`config.mk`:
```
export PLATFORM = sky130hd
export DESIGN_NAME = system_power_irq_control
export DESIGN_NICKNAME = d
export VERILOG_FILES = /design/src/rtl/spic_pkg.sv /design/src/rtl/i2c_reg_port.sv /design/src/rtl/system_power_irq_control.sv
export VERILOG_INCLUDE_DIRS = /design/src /design/src/rtl
export SDC_FILE = /design/constraint.sdc
export NUM_CORES = 1
export LEC_CHECK = 0
export ABC_AREA = 1
export ABC_CLOCK_PERIOD_IN_PS = 5500
export BUFFER_PORTS_ARGS = -buffer_cell sky130_fd_sc_hd__buf_2
export CORE_ASPECT_RATIO = 2
export CORE_MARGIN = 2
export CORE_UTILIZATION = 40
export DETAILED_ROUTE_END_ITERATION = 8
export MAX_ROUTING_LAYER = met4
export REMOVE_ABC_BUFFERS = 1
export SLEW_MARGIN = 20
export SYNTH_ARGS = -nofsm -noshare
export SYNTH_HDL_FRONTEND = slang
export SYNTH_SLANG_ARGS = --single-unit
export TNS_END_PERCENT = 5
```
`constraint.sdc`:
```
create_clock -name ref_clk -period 5.5 [get_ports ref_clk]
set_input_delay 0.55 -clock ref_clk [delete_from_list [all_inputs] [get_ports ref_clk]]
set_output_delay 0.55 -clock ref_clk [all_outputs]
set_load 0.02 [all_outputs]
```
`src/rtl/spic_params.svh`:
```
`ifndef SPIC_PARAMS_SVH
`define SPIC_PARAMS_SVH
`define CLK_PERIOD_NS 10
`define ADR_CHIP_IDENTITY 8'h00
`define ADR_REV_ID 8'h01
`define ADR_SYSCTL 8'h02
`define ADR_IRQCTL_L 8'h04
`define ADR_IRQCTL_H 8'h05
`define ADR_IMASK_L 8'h06
`define ADR_IMASK_H 8'h07
`define ADR_IFLAG_L 8'h08
`define ADR_IFLAG_H 8'h09
`define ADR_PMASK_L 8'h0a
`define ADR_PMASK_M 8'h0b
`define ADR_PMASK_H 8'h0c
`define ADR_PFLAG_L 8'h0d
`define ADR_PFLAG_M 8'h0e
`define ADR_PFLAG_H 8'h0f
`define SYSCTL_RST 8'h06
`define SOFT_RST_BIT 7
`define IRQCTL_RST 3'h0
`define IMASK_RST 5'h00
`define GATE_BIT 0
`define TYPE_BIT 1
`define POL_BIT 2
`define DB_T0_NS 30000
`define DB_T1_NS 90000
`define DB_T2_NS 150000
`define DB_T3_NS 210000
`define HIB_IDLE_NS 100000
`define KEY_WAKE_NS 48000
`define IRQ_PULSE_NS 200000
`define GC_ADDR 7'h00
`define GC_RESET_CODE 8'h06
`endif

```
`src/rtl/spic_pkg.sv`:
```
`include "spic_params.svh"
package spic_pkg;
	typedef enum {P_OPER, P_HIBER, P_KEYWAKE, P_KEYCHK} pwr_state_t;
	typedef enum {I_IDLE, I_ADDR, I_REG, I_WDAT, I_RDAT, I_GC} i2c_state_t;

	// Least time in ns to whole clock cycles, rounded up
	function automatic int unsigned ns2cyc(input int unsigned ns);
		return (ns + `CLK_PERIOD_NS - 1) / `CLK_PERIOD_NS;
	endfunction : ns2cyc
endpackage : spic_pkg

```
`src/rtl/i2c_reg_port.sv`:
```
`timescale 1ns/1ps
`default_nettype none
`include "spic_params.svh"
module i2c_reg_port
	import spic_pkg::*;
#(
	parameter logic [6:0] DEV_ADDR = 7'h44
)
(
	input wire logic ref_clk,
	input wire logic rst_b,
	input wire logic sclIn,
	input wire logic sdaIn,
	input wire logic [7:0] rdData,
	output logic sdaOe,
	output logic [7:0] regAddr,
	output logic [7:0] wrData,
	output logic wrStb,
	output logic rdStb,
	output logic addrHit,
	output logic addrMiss,
	output logic stopSeen,
	output logic gcReset
);
	// ==========================================================
	// Pin synchronisers
	logic sclMeta_ff, sclSync_ff, sclLast_ff;
	logic sdaMeta_ff, sdaSync_ff, sdaLast_ff;
	always_ff @(posedge ref_clk or negedge rst_b)
	begin
		if (!rst_b)
		begin
			{sclMeta_ff, sclSync_ff, sclLast_ff} <= 3'h7;
			{sdaMeta_ff, sdaSync_ff, sdaLast_ff} <= 3'h7;
		end
		else
		begin
			{sclMeta_ff, sclSync_ff, sclLast_ff} <= {sclIn, sclMeta_ff, sclSync_ff};
			{sdaMeta_ff, sdaSync_ff, sdaLast_ff} <= {sdaIn, sdaMeta_ff, sdaSync_ff};
		end
	end

	wire sclRise = sclSync_ff & ~sclLast_ff;
	wire sclFall = ~sclSync_ff & sclLast_ff;
	wire startCond = sclSync_ff & sdaLast_ff & ~sdaSync_ff;
	wire stopCond = sclSync_ff & ~sdaLast_ff & sdaSync_ff;

	// ==========================================================
	// Byte engine
	i2c_state_t st_ff, nxt_st;
	logic [3:0] bitCnt_ff, nxt_bitCnt;
	logic [7:0] shift_ff, nxt_shift, nxt_regAddr, nxt_wrData;
	logic ack_ff, nxt_ack, nxt_sdaOe;
	logic nxt_wrStb, nxt_rdStb, nxt_hit, nxt_miss, nxt_stop, nxt_gc;
	wire byteDone = sclFall & (bitCnt_ff == 4'h8) & ~ack_ff;
	wire ackDone = sclFall & ack_ff;
	wire adrMatch = shift_ff[7:1] == DEV_ADDR;
	wire genCall = shift_ff == {`GC_ADDR, 1'b0};

	always_comb
	begin
		nxt_st = st_ff;
		nxt_bitCnt = bitCnt_ff;
		nxt_shift = shift_ff;
		nxt_ack = ack_ff;
		nxt_sdaOe = sdaOe;
		nxt_regAddr = regAddr;
		nxt_wrData = wrData;
		{nxt_wrStb, nxt_rdStb, nxt_hit, nxt_miss, nxt_stop, nxt_gc} = 6'h00;
		// Auto-increment after every byte moved
		if (wrStb || rdStb)
			nxt_regAddr = regAddr + 8'h01;
		if (stopCond)
		begin
			nxt_st = I_IDLE;
			nxt_sdaOe = 1'b0;
			nxt_stop = 1'b1;
		end
		else if (startCond)
		begin
			nxt_st = I_ADDR;
			nxt_bitCnt = 4'h0;
			nxt_ack = 1'b0;
			nxt_sdaOe = 1'b0;
		end
		else if (st_ff != I_IDLE)
		begin
			if (sclRise && !ack_ff)
			begin
				nxt_bitCnt = bitCnt_ff + 4'h1;
				if (st_ff != I_RDAT)
					nxt_shift = {shift_ff[6:0], sdaSync_ff};
			end
			if (sclRise && ack_ff && st_ff == I_RDAT && sdaSync_ff)
				nxt_st = I_IDLE;
			if (sclFall && st_ff == I_RDAT && !ack_ff)
			begin
				nxt_ack = bitCnt_ff == 4'h8;
				nxt_shift = {shift_ff[6:0], 1'b1};
				nxt_sdaOe = (bitCnt_ff != 4'h8) & ~shift_ff[6];
			end
			else if (byteDone)
			begin
				nxt_ack = 1'b1;
				nxt_sdaOe = 1'b1;
				case (st_ff)
					I_ADDR:
					begin
						nxt_hit = adrMatch;
						nxt_miss = ~adrMatch & ~genCall;
						if (adrMatch)
							nxt_st = shift_ff[0] ? I_RDAT : I_REG;
						else if (genCall)
							nxt_st = I_GC;
						else
						begin
							nxt_st = I_IDLE;
							nxt_ack = 1'b0;
							nxt_sdaOe = 1'b0;
						end
					end
					I_REG:
					begin
						nxt_regAddr = shift_ff;
						nxt_st = I_WDAT;
					end
					I_WDAT:
					begin
						nxt_wrStb = 1'b1;
						nxt_wrData = shift_ff;
					end
					I_GC: nxt_gc = shift_ff == `GC_RESET_CODE;
					default: nxt_ack = 1'b0;
				endcase
			end
			else if (ackDone)
			begin
				nxt_ack = 1'b0;
				nxt_bitCnt = 4'h0;
				nxt_sdaOe = 1'b0;
				if (st_ff == I_RDAT)
				begin
					nxt_shift = rdData;
					nxt_sdaOe = ~rdData[7];
					nxt_rdStb = 1'b1;
				end
			end
		end
	end

	always_ff @(posedge ref_clk or negedge rst_b)
	begin
		if (!rst_b)
		begin
			st_ff <= I_IDLE;
			{bitCnt_ff, shift_ff, ack_ff, sdaOe} <= 14'h0000;
			{regAddr, wrData} <= 16'h0000;
			{wrStb, rdStb, addrHit, addrMiss, stopSeen, gcReset} <= 6'h00;
		end
		else
		begin
			st_ff <= nxt_st;
			{bitCnt_ff, shift_ff, ack_ff, sdaOe} <=
				{nxt_bitCnt, nxt_shift, nxt_ack, nxt_sdaOe};
			{regAddr, wrData} <= {nxt_regAddr, nxt_wrData};
			{wrStb, rdStb, addrHit, addrMiss, stopSeen, gcReset} <=
				{nxt_wrStb, nxt_rdStb, nxt_hit, nxt_miss, nxt_stop, nxt_gc};
		end
	end
endmodule : i2c_reg_port
`default_nettype wire

```
`src/rtl/system_power_irq_control.sv`:
```
`timescale 1ns/1ps
`default_nettype none
`include "spic_params.svh"
module system_power_irq_control
	import spic_pkg::*;
#(
	parameter int unsigned NUM_PINS = 18,
	parameter logic [7:0] CHIP_IDENTITY_VAL = 8'h5a, // Arbitrary value
	parameter logic [7:0] REV_ID_VAL = 8'h03, // Arbitrary value
	parameter logic [6:0] DEV_ADDR = 7'h44, // Arbitrary value
	parameter int unsigned DB_CYC0 = ns2cyc(`DB_T0_NS),
	parameter int unsigned DB_CYC1 = ns2cyc(`DB_T1_NS),
	parameter int unsigned DB_CYC2 = ns2cyc(`DB_T2_NS),
	parameter int unsigned DB_CYC3 = ns2cyc(`DB_T3_NS),
	parameter int unsigned HIB_CYC = ns2cyc(`HIB_IDLE_NS),
	parameter int unsigned KEYWAKE_CYC = ns2cyc(`KEY_WAKE_NS),
	parameter int unsigned PULSE_CYC = ns2cyc(`IRQ_PULSE_NS)
)
(
	input wire logic ref_clk,
	input wire logic rst_b,
	input wire logic sclIn,
	input wire logic sdaIn,
	output logic sdaOut,
	output logic sdaOe,
	input wire logic extResetPinB,
	input wire logic lowVoltageDet,
	input wire logic keyHeld,
	input wire logic keyFifoEmpty,
	input wire logic [4:0] irqSrcEvt,
	input wire logic [NUM_PINS-1:0] hotKeyPins,
	output logic clkRun,
	output logic oscOn,
	output logic hibernating,
	output logic blockReset,
	output logic [1:0] debounceSel,
	output logic irqPinOut,
	output logic irqPinOe
);
	localparam logic [7:0] SYSCTL_INIT = `SYSCTL_RST;

	if (NUM_PINS < 1 || NUM_PINS > 24 || DB_CYC0 < 1 || DB_CYC3 > 65535 ||
		HIB_CYC < 1 || HIB_CYC > 65535 || KEYWAKE_CYC < 1 ||
		KEYWAKE_CYC > 65535 || PULSE_CYC < 1 || PULSE_CYC > 65535)
	begin : g_bad_param
		$error("system_power_irq_control: parameter out of range");
	end

	function automatic logic [15:0] dbCycles(input logic [1:0] sel);
		case (sel)
			2'b00: dbCycles = 16'(DB_CYC0);
			2'b01: dbCycles = 16'(DB_CYC1);
			2'b10: dbCycles = 16'(DB_CYC2);
			default: dbCycles = 16'(DB_CYC3);
		endcase
	endfunction : dbCycles

	// ==========================================================
	// Register port
	logic [7:0] regAddr, wrData, rdMux;
	logic wrStb, rdStb, addrHit, addrMiss, stopSeen, gcReset;

	i2c_reg_port #(.DEV_ADDR(DEV_ADDR)) u_port (
		.ref_clk(ref_clk),
		.rst_b(rst_b),
		.sclIn(sclIn),
		.sdaIn(sdaIn),
		.rdData(rdMux),
		.sdaOe(sdaOe),
		.regAddr(regAddr),
		.wrData(wrData),
		.wrStb(wrStb),
		.rdStb(rdStb),
		.addrHit(addrHit),
		.addrMiss(addrMiss),
		.stopSeen(stopSeen),
		.gcReset(gcReset)
	);

	// ==========================================================
	// Reset sources and synchronisers
	logic extMeta_ff, extSync_ff, lvdMeta_ff, lvdSync_ff, sysRst_ff;
	logic [NUM_PINS-1:0] pinMeta_ff, pinSync_ff;
	logic softRst_ff, sdaOut_ff;
	wire nxt_sysRst = ~extSync_ff | lvdSync_ff | softRst_ff | gcReset;

	always_ff @(posedge ref_clk or negedge rst_b)
	begin
		if (!rst_b)
		begin
			{extMeta_ff, extSync_ff, lvdMeta_ff, lvdSync_ff} <= 4'hc;
			{sysRst_ff, sdaOut_ff} <= 2'b00;
			pinMeta_ff <= '0;
			pinSync_ff <= '0;
		end
		else
		begin
			{extMeta_ff, extSync_ff} <= {extResetPinB, extMeta_ff};
			{lvdMeta_ff, lvdSync_ff} <= {lowVoltageDet, lvdMeta_ff};
			{sysRst_ff, sdaOut_ff} <= {nxt_sysRst, 1'b0};
			pinMeta_ff <= hotKeyPins;
			pinSync_ff <= pinMeta_ff;
		end
	end
	assign blockReset = sysRst_ff;
	assign sdaOut = sdaOut_ff;

	// ==========================================================
	// Configuration registers
	logic [1:0] dbSel_ff;
	logic [2:0] irqCtl_ff;
	logic [4:0] irqMask_ff, irqFlags_ff;
	logic [NUM_PINS-1:0] pinMask_ff, pinFlags_ff, pinEvt;
	wire [23:0] pinMaskW = 24'(pinMask_ff);
	wire [23:0] pinFlagsW = 24'(pinFlags_ff);
	wire wrSys = wrStb && regAddr == `ADR_SYSCTL;
	wire wrCtl = wrStb && regAddr == `ADR_IRQCTL_L;
	wire wrMask = wrStb && regAddr == `ADR_IMASK_L;
	wire rdFlags = rdStb && regAddr == `ADR_IFLAG_L;
	wire [23:0] pinWrSel = {{8{wrStb && regAddr == `ADR_PMASK_H}},
		{8{wrStb && regAddr == `ADR_PMASK_M}},
		{8{wrStb && regAddr == `ADR_PMASK_L}}};
	wire [23:0] pinClrSel = {{8{rdStb && regAddr == `ADR_PFLAG_H}},
		{8{rdStb && regAddr == `ADR_PFLAG_M}},
		{8{rdStb && regAddr == `ADR_PFLAG_L}}};
	wire [NUM_PINS-1:0] nxt_pinMask =
		NUM_PINS'((pinMaskW & ~pinWrSel) | ({3{wrData}} & pinWrSel));
	wire [4:0] irqSet = irqSrcEvt | {1'b0, |(pinEvt & pinMask_ff), 3'h0};
	// Set wins over a read clearing the same bit
	wire [4:0] nxt_irqFlags = (irqFlags_ff & ~{5{rdFlags}}) | irqSet;
	wire [NUM_PINS-1:0] nxt_pinFlags =
		(pinFlags_ff & ~NUM_PINS'(pinClrSel)) | pinEvt;
	wire nxt_softRst = (wrSys & wrData[`SOFT_RST_BIT]) |
		(softRst_ff & ~sysRst_ff);

	always_ff @(posedge ref_clk or negedge rst_b)
	begin
		if (!rst_b)
		begin
			dbSel_ff <= SYSCTL_INIT[2:1];
			{softRst_ff, irqCtl_ff, irqMask_ff} <= {1'b0, `IRQCTL_RST, `IMASK_RST};
			{irqFlags_ff, pinMask_ff, pinFlags_ff} <= '0;
		end
		else if (sysRst_ff)
		begin
			dbSel_ff <= SYSCTL_INIT[2:1];
			{softRst_ff, irqCtl_ff, irqMask_ff} <= {1'b0, `IRQCTL_RST, `IMASK_RST};
			{irqFlags_ff, pinMask_ff, pinFlags_ff} <= '0;
		end
		else
		begin
			softRst_ff <= nxt_softRst;
			dbSel_ff <= wrSys ? wrData[2:1] : dbSel_ff;
			irqCtl_ff <= wrCtl ? wrData[2:0] : irqCtl_ff;
			irqMask_ff <= wrMask ? wrData[4:0] : irqMask_ff;
			{irqFlags_ff, pinMask_ff, pinFlags_ff} <=
				{nxt_irqFlags, nxt_pinMask, nxt_pinFlags};
		end
	end
	assign debounceSel = dbSel_ff;

	// Read mux; IRQCTL, IMASK and IFLAG high bytes and gaps read zero
	always_comb
	begin
		if (regAddr == `ADR_CHIP_IDENTITY)
			rdMux = CHIP_IDENTITY_VAL;
		else if (regAddr == `ADR_REV_ID)
			rdMux = REV_ID_VAL;
		else if (regAddr == `ADR_SYSCTL)
			rdMux = {softRst_ff, 4'h0, dbSel_ff, 1'b0};
		else if (regAddr == `ADR_IRQCTL_L)
			rdMux = {5'h00, irqCtl_ff};
		else if (regAddr == `ADR_IMASK_L)
			rdMux = {3'h0, irqMask_ff};
		else if (regAddr == `ADR_IFLAG_L)
			rdMux = {3'h0, irqFlags_ff};
		else if (regAddr == `ADR_PMASK_L)
			rdMux = pinMaskW[7:0];
		else if (regAddr == `ADR_PMASK_M)
			rdMux = pinMaskW[15:8];
		else if (regAddr == `ADR_PMASK_H)
			rdMux = pinMaskW[23:16];
		else if (regAddr == `ADR_PFLAG_L)
			rdMux = pinFlagsW[7:0];
		else if (regAddr == `ADR_PFLAG_M)
			rdMux = pinFlagsW[15:8];
		else if (regAddr == `ADR_PFLAG_H)
			rdMux = pinFlagsW[23:16];
		else
			rdMux = 8'h00;
	end

	// ==========================================================
	// Hot-key debounce, time from select field
	logic [NUM_PINS-1:0] dbSample_ff, pinStable_ff;
	logic [15:0] dbCnt_ff;
	wire [15:0] dbLimit = dbCycles(dbSel_ff);
	wire pinMoved = pinSync_ff != dbSample_ff;
	wire dbAccept = ~pinMoved & (dbCnt_ff == dbLimit - 16'h0001);
	assign pinEvt = dbAccept ? (pinStable_ff ^ dbSample_ff) : '0;

	always_ff @(posedge ref_clk or negedge rst_b)
	begin
		if (!rst_b)
		begin
			{dbSample_ff, pinStable_ff} <= '0;
			dbCnt_ff <= 16'h0000;
		end
		else
		begin
			dbSample_ff <= pinSync_ff;
			pinStable_ff <= dbAccept ? dbSample_ff : pinStable_ff;
			if (pinMoved)
				dbCnt_ff <= 16'h0000;
			else if (dbCnt_ff < dbLimit)
				dbCnt_ff <= dbCnt_ff + 16'h0001;
		end
	end

	// ==========================================================
	// Interrupt output
	logic irqPendLast_ff, irqPinOe_ff, irqPinOut_ff;
	logic [15:0] pulseCnt_ff;
	wire irqPend = irqCtl_ff[`GATE_BIT] & (|(irqFlags_ff & irqMask_ff));
	wire pendRise = irqPend & ~irqPendLast_ff;
	wire [15:0] nxt_pulse = pendRise ? 16'(PULSE_CYC) :
		(pulseCnt_ff != 16'h0000) ? pulseCnt_ff - 16'h0001 : 16'h0000;
	wire nxt_irqOn = irqCtl_ff[`GATE_BIT] & (irqCtl_ff[`TYPE_BIT] ?
		(nxt_pulse != 16'h0000) : irqPend);

	always_ff @(posedge ref_clk or negedge rst_b)
	begin
		if (!rst_b)
		begin
			{irqPendLast_ff, irqPinOe_ff, irqPinOut_ff} <= 3'h0;
			pulseCnt_ff <= 16'h0000;
		end
		else
		begin
			irqPendLast_ff <= irqPend;
			pulseCnt_ff <= nxt_pulse;
			irqPinOe_ff <= nxt_irqOn;
			irqPinOut_ff <= ~(nxt_irqOn ^ irqCtl_ff[`POL_BIT]);
		end
	end
	assign irqPinOe = irqPinOe_ff;
	assign irqPinOut = irqPinOut_ff;

	// ==========================================================
	// Power state machine and hibernate idle counter
	pwr_state_t pwr_ff, nxt_pwr;
	logic [15:0] phase_ff, hibCnt_ff;
	logic hibArmed_ff, ourTxn_ff, clkRun_ff, oscOn_ff, hib_ff;
	// Wake sources run on the free clock, not the gated one
	wire wakeOther = (|irqSrcEvt) | pinMoved | addrHit |
		(pinSync_ff != pinStable_ff);
	wire hibDue = hibArmed_ff & (hibCnt_ff == 16'(HIB_CYC) - 16'h0001) &
		~keyHeld & keyFifoEmpty;
	wire wakeToOper = (pwr_ff != P_OPER) & (nxt_pwr == P_OPER) &
		~addrHit & ~sysRst_ff;
	wire armStart = (stopSeen & ourTxn_ff) | (addrMiss & ~hibArmed_ff) |
		wakeToOper;
	wire nxt_armed = ~sysRst_ff & ~addrHit & (nxt_pwr != P_HIBER) &
		(armStart | hibArmed_ff);

	always_comb
	begin
		nxt_pwr = pwr_ff;
		case (pwr_ff)
			P_OPER:
				if (hibDue)
					nxt_pwr = P_HIBER;
			P_HIBER:
				if (keyHeld)
					nxt_pwr = P_KEYWAKE;
				else if (wakeOther)
					nxt_pwr = P_OPER;
			P_KEYWAKE:
				if (phase_ff == 16'(KEYWAKE_CYC) - 16'h0001)
					nxt_pwr = P_KEYCHK;
			default:
				if (!keyHeld)
					nxt_pwr = P_HIBER;
				else if (phase_ff == dbLimit - 16'h0001)
					nxt_pwr = P_OPER;
		endcase
		if (sysRst_ff)
			nxt_pwr = P_OPER;
	end

	always_ff @(posedge ref_clk or negedge rst_b)
	begin
		if (!rst_b)
		begin
			pwr_ff <= P_OPER;
			{phase_ff, hibCnt_ff} <= 32'h0000_0000;
			{hibArmed_ff, ourTxn_ff, hib_ff} <= 3'h0;
			{clkRun_ff, oscOn_ff} <= 2'b11;
		end
		else
		begin
			pwr_ff <= nxt_pwr;
			phase_ff <= (nxt_pwr != pwr_ff) ? 16'h0000 : phase_ff + 16'h0001;
			hibArmed_ff <= nxt_armed;
			if (armStart)
				hibCnt_ff <= 16'h0000;
			else if (hibArmed_ff && hibCnt_ff < 16'(HIB_CYC) - 16'h0001)
				hibCnt_ff <= hibCnt_ff + 16'h0001;
			ourTxn_ff <= addrHit | (ourTxn_ff & ~stopSeen);
			clkRun_ff <= nxt_pwr == P_OPER || nxt_pwr == P_KEYCHK;
			oscOn_ff <= nxt_pwr != P_HIBER;
			hib_ff <= nxt_pwr == P_HIBER;
		end
	end
	assign clkRun = clkRun_ff;
	assign oscOn = oscOn_ff;
	assign hibernating = hib_ff;

	// ==========================================================
	// Checks
	property p_chip_identity;
		@(posedge ref_clk) disable iff (!rst_b)
		(regAddr == `ADR_CHIP_IDENTITY) |-> (rdMux == CHIP_IDENTITY_VAL);
	endproperty
	a_chip_identity: assert property (p_chip_identity) else $error("chip_identity wrong");
	property p_soft_clear;
		@(posedge ref_clk) disable iff (!rst_b)
		$rose(softRst_ff) |-> ##1 blockReset ##[1:2] !softRst_ff;
	endproperty
	a_soft_clear: assert property (p_soft_clear) else $error("soft stuck");
	property p_db_default;
		@(posedge ref_clk) disable iff (!rst_b)
		blockReset |=> (debounceSel == 2'b11);
	endproperty
	a_db_default: assert property (p_db_default) else $error("db reset");
	property p_hib_gate;
		@(posedge ref_clk) disable iff (!rst_b)
		(pwr_ff == P_HIBER) |-> (!clkRun && !oscOn && hibernating);
	endproperty
	a_hib_gate: assert property (p_hib_gate) else $error("clock on");
	property p_reset_oper;
		@(posedge ref_clk) disable iff (!rst_b)
		blockReset |=> (pwr_ff == P_OPER && clkRun);
	endproperty
	a_reset_oper: assert property (p_reset_oper) else $error("no oper");
	property p_hib_timed;
		@(posedge ref_clk) disable iff (!rst_b)
		$rose(hibernating) && !$past(blockReset) &&
			$past(pwr_ff == P_OPER) |->
			$past(hibCnt_ff) == 16'(HIB_CYC) - 16'h0001;
	endproperty
	a_hib_timed: assert property (p_hib_timed) else $error("early sleep");
	property p_hib_quiet;
		@(posedge ref_clk) disable iff (!rst_b)
		$rose(hibernating) && $past(pwr_ff == P_OPER) |->
			$past(!keyHeld && keyFifoEmpty);
	endproperty
	a_hib_quiet: assert property (p_hib_quiet) else $error("data lost");
	property p_addr_restart;
		@(posedge ref_clk) disable iff (!rst_b)
		addrHit |=> !hibArmed_ff;
	endproperty
	a_addr_restart: assert property (p_addr_restart) else $error("armed");
	property p_gate_off;
		@(posedge ref_clk) disable iff (!rst_b)
		!irqCtl_ff[`GATE_BIT] |=> !irqPinOe;
	endproperty
	a_gate_off: assert property (p_gate_off) else $error("irq ungated");
	property p_polarity;
		@(posedge ref_clk) disable iff (!rst_b)
		irqPinOe |-> (irqPinOut == $past(irqCtl_ff[`POL_BIT]));
	endproperty
	a_polarity: assert property (p_polarity) else $error("bad level");
endmodule : system_power_irq_control
`default_nettype wire

```
==> reports/qor.txt <==
Setup TNS: 0 ps
DR vias/cell: 5.15
number of synthesized register bits: 307
sequential standard cell area: 7700 um^2
Cell Area, Synth: 15000 um^2
xor-xnor portion of the synthesized cell area: 4.09%
multi-input logic area: 6090 um^2
deepest clock path buffer count: 3
Slew headroom: 36.2%
Worst Setup End Kind: flop
Initial Utilization: 40.5%
Residual DRC: 0
Initial DRC Count: 669
Cell Pwr Density: 290 nW/um^2
Unique masters post-synth: 52
number of I/O pins: 41
Synth Flop Type: dfrtp_1
GRT Overall Usage: 21.2%
Synth Area in Compound Gates: 9.26%
nets: 1934
TritonRoute pass-1 iters: 5
maxcap violations: 0
family with the most delay on the worst path: simple AND/OR/NAND/NOR gates
Synth top area share: 49.2%
Antenna Nets Post-Route: 0
vias: 12163
Syn Area/Cell: 8.17 um^2
type of the tightest min-delay check: in2reg
min Tclk post-route: 3530 ps
Pleak: 8.18 nW
later-pin clock latency in the skew report: 600 ps
CTS sink cnt: 307
Buf+Inv Stages, Crit Path: 5
Max FO, Critical Path: 42
post-synth top area cell: dfrtp_1
share of cells above drive strength 1: 7.72%
Post-Synth Adder-Cell Area: 1.92%
wirelength, routed: 39200 um
top post-synthesis cells by count: nand2_1 (367), dfrtp_1 (295), nor2_1 (286)
Seq/Total Area, Yosys: 51.4%
Final Hold Viols: 0
Post-Synth Simple-Gate Area: 25.2%
HPWL after DPL: 29300 um
Cells after Synth: 1834
Arr. time, crit path: 4060 ps
CP Data Required Time: 6030 ps
Post-DP Area: 15700 um^2
count of input and output buffers: 39
synth top area cells: dfrtp_1 (49%), nand2_1 (9.2%), nor2_1 (7.2%), inv_1 (6.7%), o21ai_0 (3.5%)
Max Slew Vio Count: 0
Setup Viol. Count Final: 0
Final period util: 64.3%
Max Fclk: 0.283 GHz
Post-synth EDFFs: 0
post-DR wirelength/cell: 16.6 um
vias in the first global route: 12415
GPL Wtd Cong: 0.948
most used cell, CP: nor2_1
antenna violations before repair: 0
Worst Tran Pin Value: 958 ps
yosys synthesis warning count: 0
PostCTS Resize Cnt: 0
H-tree depth: 1
CTS tree: yes
crit path launch type: flop
Area growth, synth to finish: 11.0%
CTS clock-pin slew for the worst setup and hold paths: 80 ps
WHS: 63.8 ps
post-route cell area: 16600 um^2
Root Driver: clkbuf_16
status: finished clean
mux share of post-synthesis cell area: 0.134%
Rows: 100
Die ar.: 39100 um^2
WS Path Type: reg2reg
Async SR Flop Fraction: 100%
crit-path cells: inv_2 -> ha_1 -> inv_1 -> ha_1 -> nand4_1 -> nand3b_1 -> nor3_1 -> nand2_1 -> buf_4 -> inv_1 -> buf_4 -> o21ai_0 -> o21ai_0 -> nor2_1 -> nand4_1 -> nor2_1 -> nor2_1
# diodes: 0
largest family of logic cells by synthesized area: simple AND/OR/NAND/NOR gates
RSZ-0062 raised after global routing: no
core area: 37000 um^2
CTS Buf Count: 29
CP max stage delay: 650 ps
Die X: 141 um
first-pass GRT wire length: 64100 um
top-count cell post-synth: nand2_1
FILL cells: 3685
grt ovf: 0
pin count of the biggest net entering global routing: 166
skew final: 45.4 ps
Max VDD drop: 0.242 mV
slowest CP cell: dfstp_2
Die Y: 278 um
## sequential cells by signal, indices dropped and copies added (netlist names), 18 cells and up
name,flops
pwr_ff,32
pinMask_ff,18
pinStable_ff,18
u_port.st_ff,32
pinMeta_ff,18
dbSample_ff,18
pinSync_ff,18
pinFlags_ff,18
## per-layer routing
layer | GRT usage [%] | wire length, um | vias to the layer above
met3 | 2.21 | 1240 | 146
met4 | 15.1 | 3360 | 0
met2 | 39.1 | 21200 | 290
li1 | - | - | 5933
met1 | 20.2 | 13400 | 5794
met5 | - | 0 | -
## stage by stage
stage                     worst slack (ps)  cells  power, mW  utilization (%)
final                                 1970   2362       4.83             44.9
after global routing                  1630   2362       5.03             44.9
after CTS                             1990   2362       4.90             44.9
after detailed placement              2010   2307       2.76             42.3
after global placement                2070   2307       2.75             42.3
after floorplan                       1970   1801       2.60                -
## where the power goes
part / switching (mW) / leakage, nW / internal [mW] / total (mW)
combinational: 0.214 / 3.66 / 0.0976 / 0.311
clock: 0.911 / 0.485 / 1.20 / 2.11
sequential: 0.0853 / 4.04 / 2.32 / 2.41
total: 1.21 / 8.18 / 3.62 / 4.83
## kinds of logic (layout without fill, tap and decap cells)
logic type | after synthesis | count (layout)
xor+xnor | 70 | 70
compound gates | 249 | 249
mux | 2 | 2
buf+inv | 304 | 373
flops | 307 | 307
other cells | 1 | 1
simple gates | 878 | 878
fa+ha+maj | 23 | 23
## what timing repair did
action                                  4_1_cts  5_1_grt
endpoints found under the hold margin        59        0
endpoints found under the setup margin        0        0
setup buffers                                 0        0
hold buffers                                  1        0
## final cells by class
class,count,area share (%)
Multi-Input combinational cell,1223,36.6
Clock inverter,14,1.07
Sequential cell,307,46.2
Inverter,271,6.11
Timing Repair Buffer,48,1.73
Tap cell,459,3.45
Clock buffer,40,4.79
## worst paths after layout
check | from | to | slack (ps) | depth (start not counted)
max in group asynchronous | rst_b | u_port.st_ff[7]$_DFFE_PN0P_ | 3640 | 3
hold reg to reg | pinMeta_ff[7]$_DFF_PN0_ | pinSync_ff[7]$_DFF_PN0_ | 350 | 0
setup reg to reg | debounceSel[1]$_DFFE_PN1P_ | irqFlags_ff[3]$_DFF_PN0_ | 1970 | 17
hold / removal | hotKeyPins[16] | pinMeta_ff[16]$_DFF_PN0_ | 60 | 1
setup / recovery | debounceSel[1]$_DFFE_PN1P_ | irqFlags_ff[3]$_DFF_PN0_ | 1970 | 17
min in group asynchronous | rst_b | pinMeta_ff[1]$_DFF_PN0_ | 500 | 2
## cell usage in the layout, fill, tap and decap left out, types with 23 or more instances in the layout
cell / n
a21oi_1: 93
buf_2: 38
clkbuf_16: 29
dfrtp_1: 295
ha_1: 23
inv_1: 266
nand2_1: 367
nand3_1: 84
nand4_1: 51
nor2_1: 286
nor3_1: 27
o21ai_0: 104
xor2_1: 52
Note: power is estimated with default switching activity, not from simulation.
